`config.mk`:
```
export PLATFORM = sky130hd
export DESIGN_NAME = fifo_status_event_irq
export DESIGN_NICKNAME = d
export VERILOG_FILES = /design/src/hw/fifo_ctl_pkg.sv /design/src/hw/fifo_status_event_irq.sv /design/src/hw/sticky_flag.sv
export VERILOG_INCLUDE_DIRS = /design/src /design/src/hw
export SDC_FILE = /design/constraint.sdc
export NUM_CORES = 1
export LEC_CHECK = 0
export BUFFER_PORTS_ARGS = -buffer_cell sky130_fd_sc_hd__buf_2
export CORE_UTILIZATION = 61
export DETAILED_ROUTE_END_ITERATION = 8
export PLACE_DENSITY = 0.88
export SYNTH_ARGS = -nofsm -noshare
export SYNTH_HDL_FRONTEND = slang
export SYNTH_SLANG_ARGS = --single-unit
```
`constraint.sdc`:
```
create_clock -name clk_in -period 4.3 [get_ports clk_in]
set_input_delay 0.215 -clock clk_in [delete_from_list [all_inputs] [get_ports clk_in]]
set_output_delay 0.215 -clock clk_in [all_outputs]
set_load 0.02 [all_outputs]
```
`src/hw/fifo_ctl_cfg.svh`:
```
`ifndef FIFO_CTL_CFG_SVH
`define FIFO_CTL_CFG_SVH

// Word indices of the control registers
`define REG_FILL      3'h0
`define REG_LIVE      3'h1
`define REG_STICKY    3'h2
`define REG_MASK      3'h3
`define REG_HIGH      3'h4
`define REG_LOW       3'h5

// Bit positions shared by live flags, sticky flags and mask
`define BIT_EMPTY     0
`define BIT_FULL      1
`define BIT_LOW_MARK  2
`define BIT_HIGH_MARK 3
`define BIT_OVERRUN   4
`define BIT_UNDERRUN  5
`define BIT_ALL       6
`define FLAG_COUNT    6

// Storage depth of the FIFO served by this block, in words
`define FIFO_DEPTH    32'h0000_0100
// Set for the dual-clock build, clear for the single-clock build
`define DUAL_CLOCK    1'h1
`define GAP_DUAL      32'h0000_0004
`define GAP_SINGLE    32'h0000_0001
`define MARK_MIN      32'h0000_0001

// Reset values
`define FLAGS_RESET   6'h00
`define MASK_RESET    7'h00
`define WORD_ZERO     32'h0000_0000

`endif

```
`src/hw/fifo_ctl_pkg.sv`:
```
package fifo_ctl_pkg;
	typedef logic [5:0]  flags_t;
	typedef logic [6:0]  mask_t;
	typedef logic [31:0] word_t;
	typedef logic [2:0]  reg_addr_t;
endpackage

```
`src/hw/fifo_status_event_irq.sv`:
```
`timescale 1ns/1ps
`default_nettype none
`include "fifo_ctl_cfg.svh"

// Contract
// Sticky bit 1 sets once the FIFO has been full and holds until cleared.
// Sticky bit 0 sets once the FIFO has been empty and holds until cleared.
// Sticky bit 3 sets once the fill exceeded the high mark, held till cleared.
// Sticky bit 2 sets once the fill fell below the low mark, held till cleared.
// Sticky bit 4 sets after any overrun and holds until cleared.
// Sticky bit 5 sets after any underrun and holds until cleared.
// An enabled sticky bit going from zero to one interrupts the master.
// Mask bits use the sticky bit positions 0 to 5.
// Mask bit 6 lets all six conditions interrupt regardless of the rest.
// A write into the full FIFO counts as an overrun.
// A read from the empty FIFO counts as an underrun.
// Software clears the sticky bits, then writes the mask, then the marks.
// Each sticky bit sets whenever its live status bit is set.
// A sticky bit clears only when software writes a one to its position.
// High mark writes are clamped between one and the variant default.
// Writing zero leaves a sticky bit alone; reads have no side effect.
// After reset all sticky and mask bits are zero; the code sets sticky bits 0 and 2 (empty, low mark) on the first clock.
module fifo_status_event_irq (
	input  wire logic                   clk_in,
	input  wire logic                   nrst_in,
	input  wire fifo_ctl_pkg::word_t    fill_level_in,
	input  wire logic                   fifo_wr_in,
	input  wire logic                   fifo_rd_in,
	input  wire fifo_ctl_pkg::reg_addr_t addr_in,
	input  wire logic                   rd_in,
	input  wire logic                   wr_in,
	input  wire fifo_ctl_pkg::word_t    wdata_in,
	output var  fifo_ctl_pkg::word_t    rdata_out,
	output var  fifo_ctl_pkg::flags_t   live_flags_out,
	output var  logic                   irq_out
);
	import fifo_ctl_pkg::*;

	localparam word_t HIGH_MAX = (`DUAL_CLOCK) ?
		(`FIFO_DEPTH - `GAP_DUAL) : (`FIFO_DEPTH - `GAP_SINGLE);

	flags_t live;
	flags_t sticky_flags;
	flags_t clr;
	mask_t  irq_mask;
	word_t  high_watermark;
	word_t  low_watermark;
	flags_t live_flags;
	mask_t  next_irq_mask;
	word_t  next_high;
	word_t  next_low;
	word_t  next_rdata;
	flags_t next_live;
	logic   next_irq;

	// Register select, used by every write path
	function automatic logic sel(input reg_addr_t a, input reg_addr_t r);
		sel = wr_in && (a == r);
	endfunction

	// Clamp a written mark into the legal band
	function automatic word_t clamp(input word_t v);
		if (v < `MARK_MIN) begin
			clamp = `MARK_MIN;
		end else if (v > HIGH_MAX) begin
			clamp = HIGH_MAX;
		end else begin
			clamp = v;
		end
	endfunction

	// Instantaneous conditions; same clock as the FIFO, so no sync
	always_comb begin
		live = `FLAGS_RESET;
		live[`BIT_FULL]      = (fill_level_in >= `FIFO_DEPTH);
		live[`BIT_EMPTY]     = (fill_level_in == `WORD_ZERO);
		live[`BIT_HIGH_MARK] = (fill_level_in > high_watermark);
		live[`BIT_LOW_MARK]  = (fill_level_in < low_watermark);
		live[`BIT_OVERRUN]   = fifo_wr_in && live[`BIT_FULL];
		live[`BIT_UNDERRUN]  = fifo_rd_in && live[`BIT_EMPTY];
	end

	// Write-one-to-clear strobes; zeros leave bits alone
	always_comb begin
		clr = sel(addr_in, `REG_STICKY) ?
			wdata_in[`FLAG_COUNT-1:0] : `FLAGS_RESET;
	end

	// Sticky bits follow their live status bits
	genvar g;
	generate
		for (g = 0; g < `FLAG_COUNT; g++) begin : g_sticky
			sticky_flag u_flag (
				.clk_in   (clk_in),
				.nrst_in  (nrst_in),
				.set_in   (live[g]),
				.clr_in   (clr[g]),
				.flag_out (sticky_flags[g])
			);
		end
	endgenerate

	// Writable control registers
	always_comb begin
		next_irq_mask = irq_mask;
		next_high     = high_watermark;
		next_low      = low_watermark;
		if (sel(addr_in, `REG_MASK)) begin
			next_irq_mask = wdata_in[`BIT_ALL:0];
		end
		if (sel(addr_in, `REG_HIGH)) begin
			next_high = clamp(wdata_in);
		end
		if (sel(addr_in, `REG_LOW)) begin
			// Low mark may not pass the largest legal high mark
			next_low = clamp(wdata_in);
		end
	end

	always_ff @(posedge clk_in or negedge nrst_in) begin
		if (!nrst_in) begin
			irq_mask       <= `MASK_RESET;
			high_watermark <= HIGH_MAX;
			low_watermark  <= `MARK_MIN;
		end else begin
			irq_mask       <= next_irq_mask;
			high_watermark <= next_high;
			low_watermark  <= next_low;
		end
	end

	// Read data; reading never disturbs any state
	always_comb begin
		next_rdata = `WORD_ZERO;
		if (rd_in) begin
			unique case (addr_in)
				`REG_FILL:   next_rdata = fill_level_in;
				`REG_LIVE:   next_rdata[`FLAG_COUNT-1:0] = live_flags;
				`REG_STICKY: next_rdata[`FLAG_COUNT-1:0] = sticky_flags;
				`REG_MASK:   next_rdata[`BIT_ALL:0] = irq_mask;
				`REG_HIGH:   next_rdata = high_watermark;
				`REG_LOW:    next_rdata = low_watermark;
				default:     next_rdata = `WORD_ZERO;
			endcase
		end
	end

	// Interrupt: a level while any enabled sticky bit is set, so every
	// zero-to-one change of an enabled bit is seen by the master
	always_comb begin
		next_live = live;
		next_irq  = irq_mask[`BIT_ALL] ? (|sticky_flags) :
			(|(sticky_flags & irq_mask[`FLAG_COUNT-1:0]));
	end

	always_ff @(posedge clk_in or negedge nrst_in) begin
		if (!nrst_in) begin
			rdata_out  <= `WORD_ZERO;
			live_flags <= `FLAGS_RESET;
			irq_out    <= 1'h0;
		end else begin
			rdata_out  <= next_rdata;
			live_flags <= next_live;
			irq_out    <= next_irq;
		end
	end

	assign live_flags_out = live_flags;
endmodule

`default_nettype wire

```
`src/hw/sticky_flag.sv`:
```
`timescale 1ns/1ps
`default_nettype none

// One sticky event bit; a set in the clearing cycle wins
module sticky_flag (
	input  wire logic clk_in,
	input  wire logic nrst_in,
	input  wire logic set_in,
	input  wire logic clr_in,
	output var  logic flag_out
);
	logic next_flag;

	// Set has priority so no event is lost during a clear
	always_comb begin
		next_flag = set_in | (flag_out & ~clr_in);
	end

	// Flag register
	always_ff @(posedge clk_in or negedge nrst_in) begin
		if (!nrst_in) begin
			flag_out <= 1'h0;
		end else begin
			flag_out <= next_flag;
		end
	end
endmodule

`default_nettype wire

```
Yosys cells after proc, flatten, opt, wreduce, memory -nomap -nowiden
Cells that the tools add are included.
Word-level totals
  bits of input ports: 73
  output and inout port bits: 39
  register bits after elaboration: 116
Cells by class
  bitwise logic cells: 19
  mux-type cells: 8
  $lt $le $gt $ge: 5
  equality and inequality tests: 5
  reduce and logical (&&, ||, !) cells: 10
Operators with widths (number)
  32-bit 2-to-1 mux: 3
  25-bit case mux with 3 select lines: 1
  6-bit case mux with 6 select lines: 1
  32-bit by 9-bit >= comparator with 1-bit output (second input constant): 1
  32-bit > comparator: 1
  32-bit by 8-bit > comparator with 1-bit output (second input constant): 1
  32-bit logical NOT: 1
  32-bit by 1-bit < comparator with 1-bit output (second input constant): 1
  32-bit < comparator: 1
  6-bit OR reduction: 2
  1-bit bitwise AND: 6
  6-bit bitwise AND: 1
  3-bit by 2-bit == test with 1-bit output (second input constant): 2
  3-bit == test (second input constant): 2
  1-bit logical AND: 6
  6-bit 2-to-1 mux: 1
  1-bit inverter: 6
  1-bit OR: 6
  1-bit case mux with 4 select lines: 1
  3-bit by 1-bit == test with 1-bit output (second input constant): 1
  3-bit logical NOT: 1
  1-bit 2-to-1 mux: 1

Depth between registers and ports, before layout
Gate-level depths: netlist of the first run.
  depth in word-level cells: 6
  gate-level depth with buffers: 8

Modules after synthesis
A second synthesis of the first run with hierarchy kept.
Second synthesis, totals
  cell total of the unflattened synthesis: 667
  area, all modules: 6372.4 um^2
Modules (own cells, without submodules)
  fifo_status_event_irq: cells each 649, area an instance 6154.7 um^2, times used 1
  sticky_flag: cells each 3, area an instance 36.3 um^2, times used 6

Worst setup path after synthesis of the first run
Ideal clock, no wire load.
  kind: flip-flop to flip-flop
  start point: reg high_watermark[7]
  end point: reg g_sticky[3].u_flag.flag_out
  cell stages (with the launch flop): 9
  required time: 4175 ps
  clock period less this slack: 2021 ps
  path slack: 2279 ps
  data arrival time: 1897 ps
  buffers on the path: 0
  cell sequence: dfstp_2 inv_1 ha_1 a21oi_1 o21ai_1 a221o_1 or3_1 a21oi_1 o21ai_1
Between the ends
  longest elaborated chain between the ends: 2
RTL lines
  from (decl): line fifo_status_event_irq.sv:46  | word_t high_watermark;
  from (signal assigned): line fifo_status_event_irq.sv:127  | high_watermark <= next_high;
  32-bit > comparator: line fifo_status_event_irq.sv:77  | live[`BIT_HIGH_MARK] = (fill_level_in > high_watermark);
  1-bit OR: line sticky_flag.sv:16  | next_flag = set_in | (flag_out & ~clr_in);
  named net g_sticky[3].u_flag.next_flag: line sticky_flag.sv:12  | logic next_flag;
  to (signal assigned): line sticky_flag.sv:24  | flag_out <= next_flag;
  to (decl): line sticky_flag.sv:10  | output var logic flag_out
The timed path passes the listed nets, and every way through them passes these cells.
A chain may end at the register's enable or synchronous reset.

Worst setup path after layout of the first run
  start point: reg low_watermark[13]
  end point: reg g_sticky[2].u_flag.flag_out
Between the ends
  longest elaborated chain between the ends: 2
RTL lines
  from (decl): line fifo_status_event_irq.sv:47  | word_t low_watermark;
  from (signal assigned): line fifo_status_event_irq.sv:124  | low_watermark <= `MARK_MIN;
  from (signal assigned): line fifo_status_event_irq.sv:128  | low_watermark <= next_low;
  32-bit < comparator: line fifo_status_event_irq.sv:78  | live[`BIT_LOW_MARK] = (fill_level_in < low_watermark);
  1-bit OR: line sticky_flag.sv:16
  named net g_sticky[2].u_flag.next_flag: line sticky_flag.sv:12
  to (signal assigned): line sticky_flag.sv:24
  to (decl): line sticky_flag.sv:10
The timed path passes the listed nets, and every way through them passes these cells.

==> impl_metrics.yaml, run 1 <==
outcome:
  status: "finished, final reports clean"
setup_path:
  worstPathRequired_ps: 4690
  critical_path_class: "reg2reg"
  cp_slowest_stage_delay_ps: 560
  worstSetupStartpoint: "low_watermark[13]$_DFFE_PN0P_"
  crit_chain: "inv_1 > ha_1 > and3_1 > nand3_1 > nor4_1 > a221oi_1 > a2111oi_2 > o21ai_1"
  r2r-start: "low_watermark[13]$_DFFE_PN0P_"
  cp_slowest_cell: "a2111oi_2"
  arrival_ps: 2850
  worst-path-max-fanout: 2
  crit_path_start_kind: "flip-flop"
  endpoint_kind: "flip-flop"
timing:
  fmax_mhz: 406.6
  slew_viol_final: 0
  hold_ws_ps: 9.774
  hold_viol: 0
  setup_viol: 0
  relSlewSlack_pct: 9.429
  fin_tns_setup_ps: 0
  skew_ps: 5.253
  rsz0062_at_grt: "no"
  period_needed_ps: 2459
  worst_slew_pin_slew_ps: 1357
  period_share_pct: 57.19
routing:
  wirelength_mm: 17.56
  wl_per_cell_um: 18.80
  routed-via-count: 5856
  drt-initial-drc-count: 405
  drc_errors: 0
  vias_per_cell: 6.270
  first_pass_iters: 5
  ant_nets: 0
logic_synthesis:
  yosysWarningCount: 0
  ys_types: 48
  syn_nets: 811
  syn_inst: 675
  ys_seq_area_share_pct: 45.55
  synth_flop_cell: "dfrtp_1"
  synth_seq_cells: 116
  avgSynthCellArea_um2: 9.470
  syn_area_um2: 6392
  synth_edf_count: 0
  async_reset_ff_share_pct: 100.0
placement:
  port_buffers: 111
  hpwl_mm: 11.91
  gp_congestion: 0.9816
hold_path:
  worstHoldStart: "wdata_in[6]"
  hold_path.class: "in2reg"
floorplanning:
  core_area_um2: 10230
  dieArea_um2: 10890
  ios: 112
  rows: 37
  die_w_um: 104.4
  start_util_pct: 62.48
  die-height_um: 104.4
clock_tree:
  post_cts_buffers: 0
  cts_resized: 0
  cts_tree: "yes"
  clk_pin_slew_ps: 60
  cts_buffers: 17
  cts_sinks: 116
  clock_insertion_delay_worst_skew_ps: 520
  htree_levels: 4
  clockBufferDepth: 2
  cts_root_buf: "clkbuf_8"
grt:
  grt_max_degree: 80
  top_usage_layer: "met2"
  grt_pass1_vias: 6069
  grtUsageMet2_pct: 56.34
  antenna_found_initial: 0
  overflow: 0
  grtUsageTotal_pct: 33.90
  grt_pass1_wl_mm: 28.74
  met3_usage_pct: 8.145
  met1_usage_pct: 38.88
power_and_ir_drop:
  clock_power_share_pct: 44.0
  vdd_drop_max_mv: 0.2495
  internal-power_w: 0.002131
  switching_share_pct: 28.45
  pwr_density_cell_nw_per_um2: 389.5
  p_switching_w: 0.0008471
  seqPwrFrac_pct: 40.4
  cellLeakagePower_nw: 3.684
  p_comb_share_pct: 15.6
layout:
  drive_gt1_share_pct: 21.68
  synthToLayoutAreaGrowth_pct: 19.61
  antenna_cells: 0
  nets: 921
flow_run:
  drv_cap: 0
power groups by stage:
stage	logic [W]	registers, W	clock network, W
6_report	0.000465	0.00120	0.00131
2_1_floorplan	0.000255	0.00123	0
4_1_cts	0.000458	0.00120	0.00131
3_5_place_dp	0.000441	0.00122	0
3_3_place_gp	0.000417	0.00121	0
5_1_grt	0.000515	0.00121	0.00137
path summary, 6_finish.rpt:
check,to,slack [ps],cells after the start
setup / recovery,g_sticky[2].u_flag.flag_out$_DFF_PN0_,1840,8
hold / removal,irq_mask[6]$_DFFE_PN0P_,10,2
setup reg to reg,g_sticky[2].u_flag.flag_out$_DFF_PN0_,1840,8
hold reg to reg,low_watermark[4]$_DFFE_PN0P_,500,2
max in group asynchronous,high_watermark[7]$_DFFE_PN1P_,2820,3
min in group asynchronous,rdata_out[15]$_DFF_PN0_,400,2
flip-flops by register name, summed over array words and instances, names as in the netlist:
signal	count
low_watermark	32
g_sticky.u_flag.flag_out	6
irq_mask	7
live_flags_out	6
irq_out	1
rdata_out	32
high_watermark	32
layout make-up:
class / count / area [um2]
sequential: 116 / 2912
clock inverter: 12 / 106.4
multi-input combinational: 457 / 3080
clock buffer: 20 / 445.4
timing repair buffer: 124 / 673.1
fill: 669 / 2585
inverter: 69 / 259.0
tap: 136 / 170.2
synth_stat cells (all sizes together), types with 15 or more instances:
library cell / n / area (um2)
dfrtp: 109 / 2728
nor2: 73 / 326.6
inv: 69 / 259.0
ha: 63 / 788.3
nand2: 58 / 217.7
o21ai: 47 / 239.0
a22oi: 32 / 240.2
a21oi: 31 / 155.2
a31oi: 27 / 168.9
clkbuf: 20 / 75.07
nor4: 17 / 106.4
nand4: 15 / 100.1
cell usage in the layout (no fill, tap or decap), drive strengths merged, types with 3 or more instances in the layout:
master / count
nand2: 58
a22oi: 32
o21ai: 47
o211ai: 4
clkinvlp: 4
buf: 117
nor2: 73
and2: 8
or4: 3
mux2: 10
nor4: 17
inv: 70
nor2b: 3
clkbuf: 20
nand3: 13
clkinv: 6
dfstp: 7
ha: 63
a31oi: 27
mux2i: 7
o221ai: 4
dlygate4sd3: 7
and3: 6
o22ai: 4
a21oi: 31
dfrtp: 109
nand4: 15
a21o: 13
per-layer routing:
layer | wire [um] | part of all wire [%]
met1 | 6507 | 37
met2 | 8670 | 49
met3 | 1489 | 8.5
met4 | 888 | 5.1
met5 | 0 | 0
critical path: cells and delay by family, from the launching register on:
family | cells | cell delay (ps)
buffers and inverters | 1 | 70
adders and majority gates | 1 | 310
DFF | 1 | 340
and+or+nand+nor | 3 | 720
AOI/OAI and AO/OA | 3 | 880
logic make-up (layout without fill, tap and decap cells):
logic type | count (synthesis) | after routing | synth area share (%)
adders and majority gates | 63 | 63 | 12.33
and+or+nand+nor | 203 | 203 | 15.54
AOI/OAI and AO/OA | 174 | 174 | 17.42
DFF | 116 | 116 | 45.55
buffers and inverters | 102 | 225 | 6.303
muxes | 17 | 17 | 2.858
repair_timing:
| action | CTS | global route |
|---|---|---|
| setup endpoints to repair | 0 | 0 |
| hold buffers | 7 | 0 |
| hold endpoints to repair | 85 | 0 |
stage by stage:
stage / std cells / util, % / instance area [um2] / power, W / setup slack [ps]
floorplan: 675 / - / 6392 / 0.001480 / 2279
global placement: 895 / 68.66 / 7024 / 0.001632 / 1669
detailed placement: 895 / 68.66 / 7024 / 0.001660 / 1578
CTS: 934 / 74.73 / 7646 / 0.002973 / 1898
global route: 934 / 74.73 / 7646 / 0.003094 / 1693
finish: 934 / 74.73 / 7646 / 0.002978 / 1841
No activity file was read; power rests on OpenSTA's default activity.
==> run 2, diff against run 1 <==
Settings changed: CORE_UTILIZATION 61 to 51, PLACE_DENSITY 0.88 to 0.79.
Clock period 4.3 ns to 2 ns, I/O delays scaled along.
==> impl_metrics.yaml, run 2 (synthesized netlist as in run 1, its figures left out) <==
outcome:
  status: "finished, violations left"
  violations: "hold timing, setup timing"
setup_path:
  worst-path-max-fanout: 2
  critical_path_class: "reg2reg"
  cp_slowest_stage_delay_ps: 540
  crit_path_start_kind: "flip-flop"
  cp_slowest_cell: "dfstp_2"
  endpoint_kind: "flip-flop"
  arrival_ps: 2320
  crit_chain: "inv_2 > ha_4 > a21oi_2 > o21ai_1 > a221o_1 > or3_4 > a21oi_2 > o21ai_1"
  worstPathRequired_ps: 2310
power_and_ir_drop:
  pwr_density_cell_nw_per_um2: 822.0
  cellLeakagePower_nw: 3.812
  vdd_drop_max_mv: 0.5657
timing:
  fmax_mhz: 496.3
  slew_viol_final: 0
  fin_tns_setup_ps: -14.79
  hold_ws_ps: -0.6132
  hold_viol: 1
  period_share_pct: 100.7
  rsz0062_at_grt: "yes"
  worst_slew_pin_slew_ps: 519.5
  skew_ps: 10.03
  period_needed_ps: 2015
  relSlewSlack_pct: 65.37
  fin_ws_ps: -14.79
  setup_viol: 1
placement:
  numPlacedInstances: 944
  gp_congestion: 0.9239
  hpwl_mm: 12.25
  port_buffers: 111
  dp_slack_ps: -154.5
grt:
  antenna_found_initial: 0
  grtUsageTotal_pct: 28.33
  grt_pass1_wl_mm: 28.19
  grt_pass1_vias: 5902
  overflow: 0
  grt_max_degree: 72
routing:
  topRoutingLayerUsed: "met4"
  first_pass_iters: 6
  dr_wl_met2_mm: 8.481
  ant_nets: 0
  wl_met1_mm: 6.963
  drc_errors: 0
  drt-initial-drc-count: 483
  wirelength_mm: 17.31
  vias_per_cell: 5.811
  dr_wl_met3_mm: 1.213
  wl_per_cell_um: 17.55
  routed-via-count: 5730
clock_tree:
  cts_tree: "yes"
  cts_root_buf: "clkbuf_16"
  clk_pin_slew_ps: 60
  cts_sinks: 116
  clock_insertion_delay_worst_skew_ps: 420
  clockBufferDepth: 2
  htree_levels: 4
  cts_buffers: 17
floorplanning:
  die_w_um: 114.0
  ios: 112
  rows: 40
  dieArea_um2: 12990
  core_area_um2: 12110
  start_util_pct: 52.78
  die-height_um: 114.0
layout:
  post-route-util_pct: 66.54
  final_common_cell: "buf_2"
  nets: 941
  register_area_um2: 2912
  synthToLayoutAreaGrowth_pct: 26.07
  multi_input_area_um2: 3232
  stdcell_count: 986
  fillers: 959
  largestRegisters: "high_watermark x32, low_watermark x32, rdata_out x32"
  drive_gt1_share_pct: 26.04
  antenna_cells: 0
  final_cell_mix: "buf_2 (110), dfrtp_1 (109), nor2_1 (65)"
hold_path:
  hold_path.class: "in2reg"
flow_run:
  drv_cap: 0
==> run 2: cell count changes in the layout (fill, tap and decap cells not counted), moves of 2 or more <==
cell           change
clkinv_2           -2
clkinv_4           +3
ha_4               +6
buf_4             +16
ha_1               -6
inv_1              -5
clkbuf_8           -2
nand3_1            -2
buf_12             +2
a21oi_2            +4
a21oi_1            -4
inv_2              +5
dlygate4sd3_1      +2
==> run 2: worst paths after layout <==
| kind | from | end | slack (ps) | cells after the start |
|---|---|---|---|---|
| max | high_watermark[5]$_DFFE_PN1P_ | g_sticky[3].u_flag.flag_out$_DFF_PN0_ | -10 | 8 |
| min | wdata_in[6] | irq_mask[6]$_DFFE_PN0P_ | -0.6 | 2 |
| max reg2reg | high_watermark[5]$_DFFE_PN1P_ | g_sticky[3].u_flag.flag_out$_DFF_PN0_ | -10 | 8 |
| min reg2reg | low_watermark[0]$_DFFE_PN1P_ | low_watermark[0]$_DFFE_PN1P_ | 490 | 2 |
| max in group asynchronous | nrst_in | low_watermark[26]$_DFFE_PN0P_ | 1430 | 3 |
| min in group asynchronous | nrst_in | high_watermark[13]$_DFFE_PN0P_ | 210 | 3 |
==> run 2: critical path: cells and delay by family, from the launching register on <==
family / cells / cell delay, ps
adders and majority gates: 1 / 210
and+or+nand+nor: 1 / 330
AOI/OAI and AO/OA: 5 / 760
DFF: 1 / 540
buffers and inverters: 1 / 50
==> run 2: per-stage QoR <==
| step | power [W] | instance area [um2] |
|---|---|---|
| after floorplan | 0.003186 | 6409 |
| after global placement | 0.003554 | 7233 |
| after detailed placement | 0.003601 | 7233 |
| after CTS | 0.006626 | 7956 |
| after global routing | 0.006913 | 8059 |
| final | 0.006625 | 8059 |
==> run 2: area by class of cell <==
cell class / instances / share of cell area (%)
clock buffer: 18 / 5.449
clock inverter: 14 / 1.910
inverter: 69 / 3.214
multi-input combinational: 457 / 40.10
sequential: 116 / 36.13
tap: 168 / 2.608
timing repair buffer: 144 / 10.59
==> run 2: layer usage <==
| layer | vias up | GRT usage (%) |
|---|---|---|
| met5 | - | 0 |
| met4 | 0 | 15.67 |
| met3 | 47 | 6.429 |
| met2 | 250 | 47.39 |
| met1 | 2761 | 33.80 |
| li1 | 2672 | - |
==> run 2: power breakdown <==
group,switching [W],total (W),internal (W),leakage (nW)
clock network,0.00111,0.00298,0.00187,0.283
registers,0.0000830,0.00258,0.00250,1.52
logic,0.000647,0.00106,0.000417,2.01
total,0.00184,0.00662,0.00479,3.81
==> run 2: repair_timing <==
item                       4_1_cts  5_1_grt
hold endpoints to repair       129        0
pin swaps                        7        9
setup endpoints to repair        4        4
gates resized for setup          6       17
cloned                           0        0
setup buffers                    1        0
hold buffers                     9        0
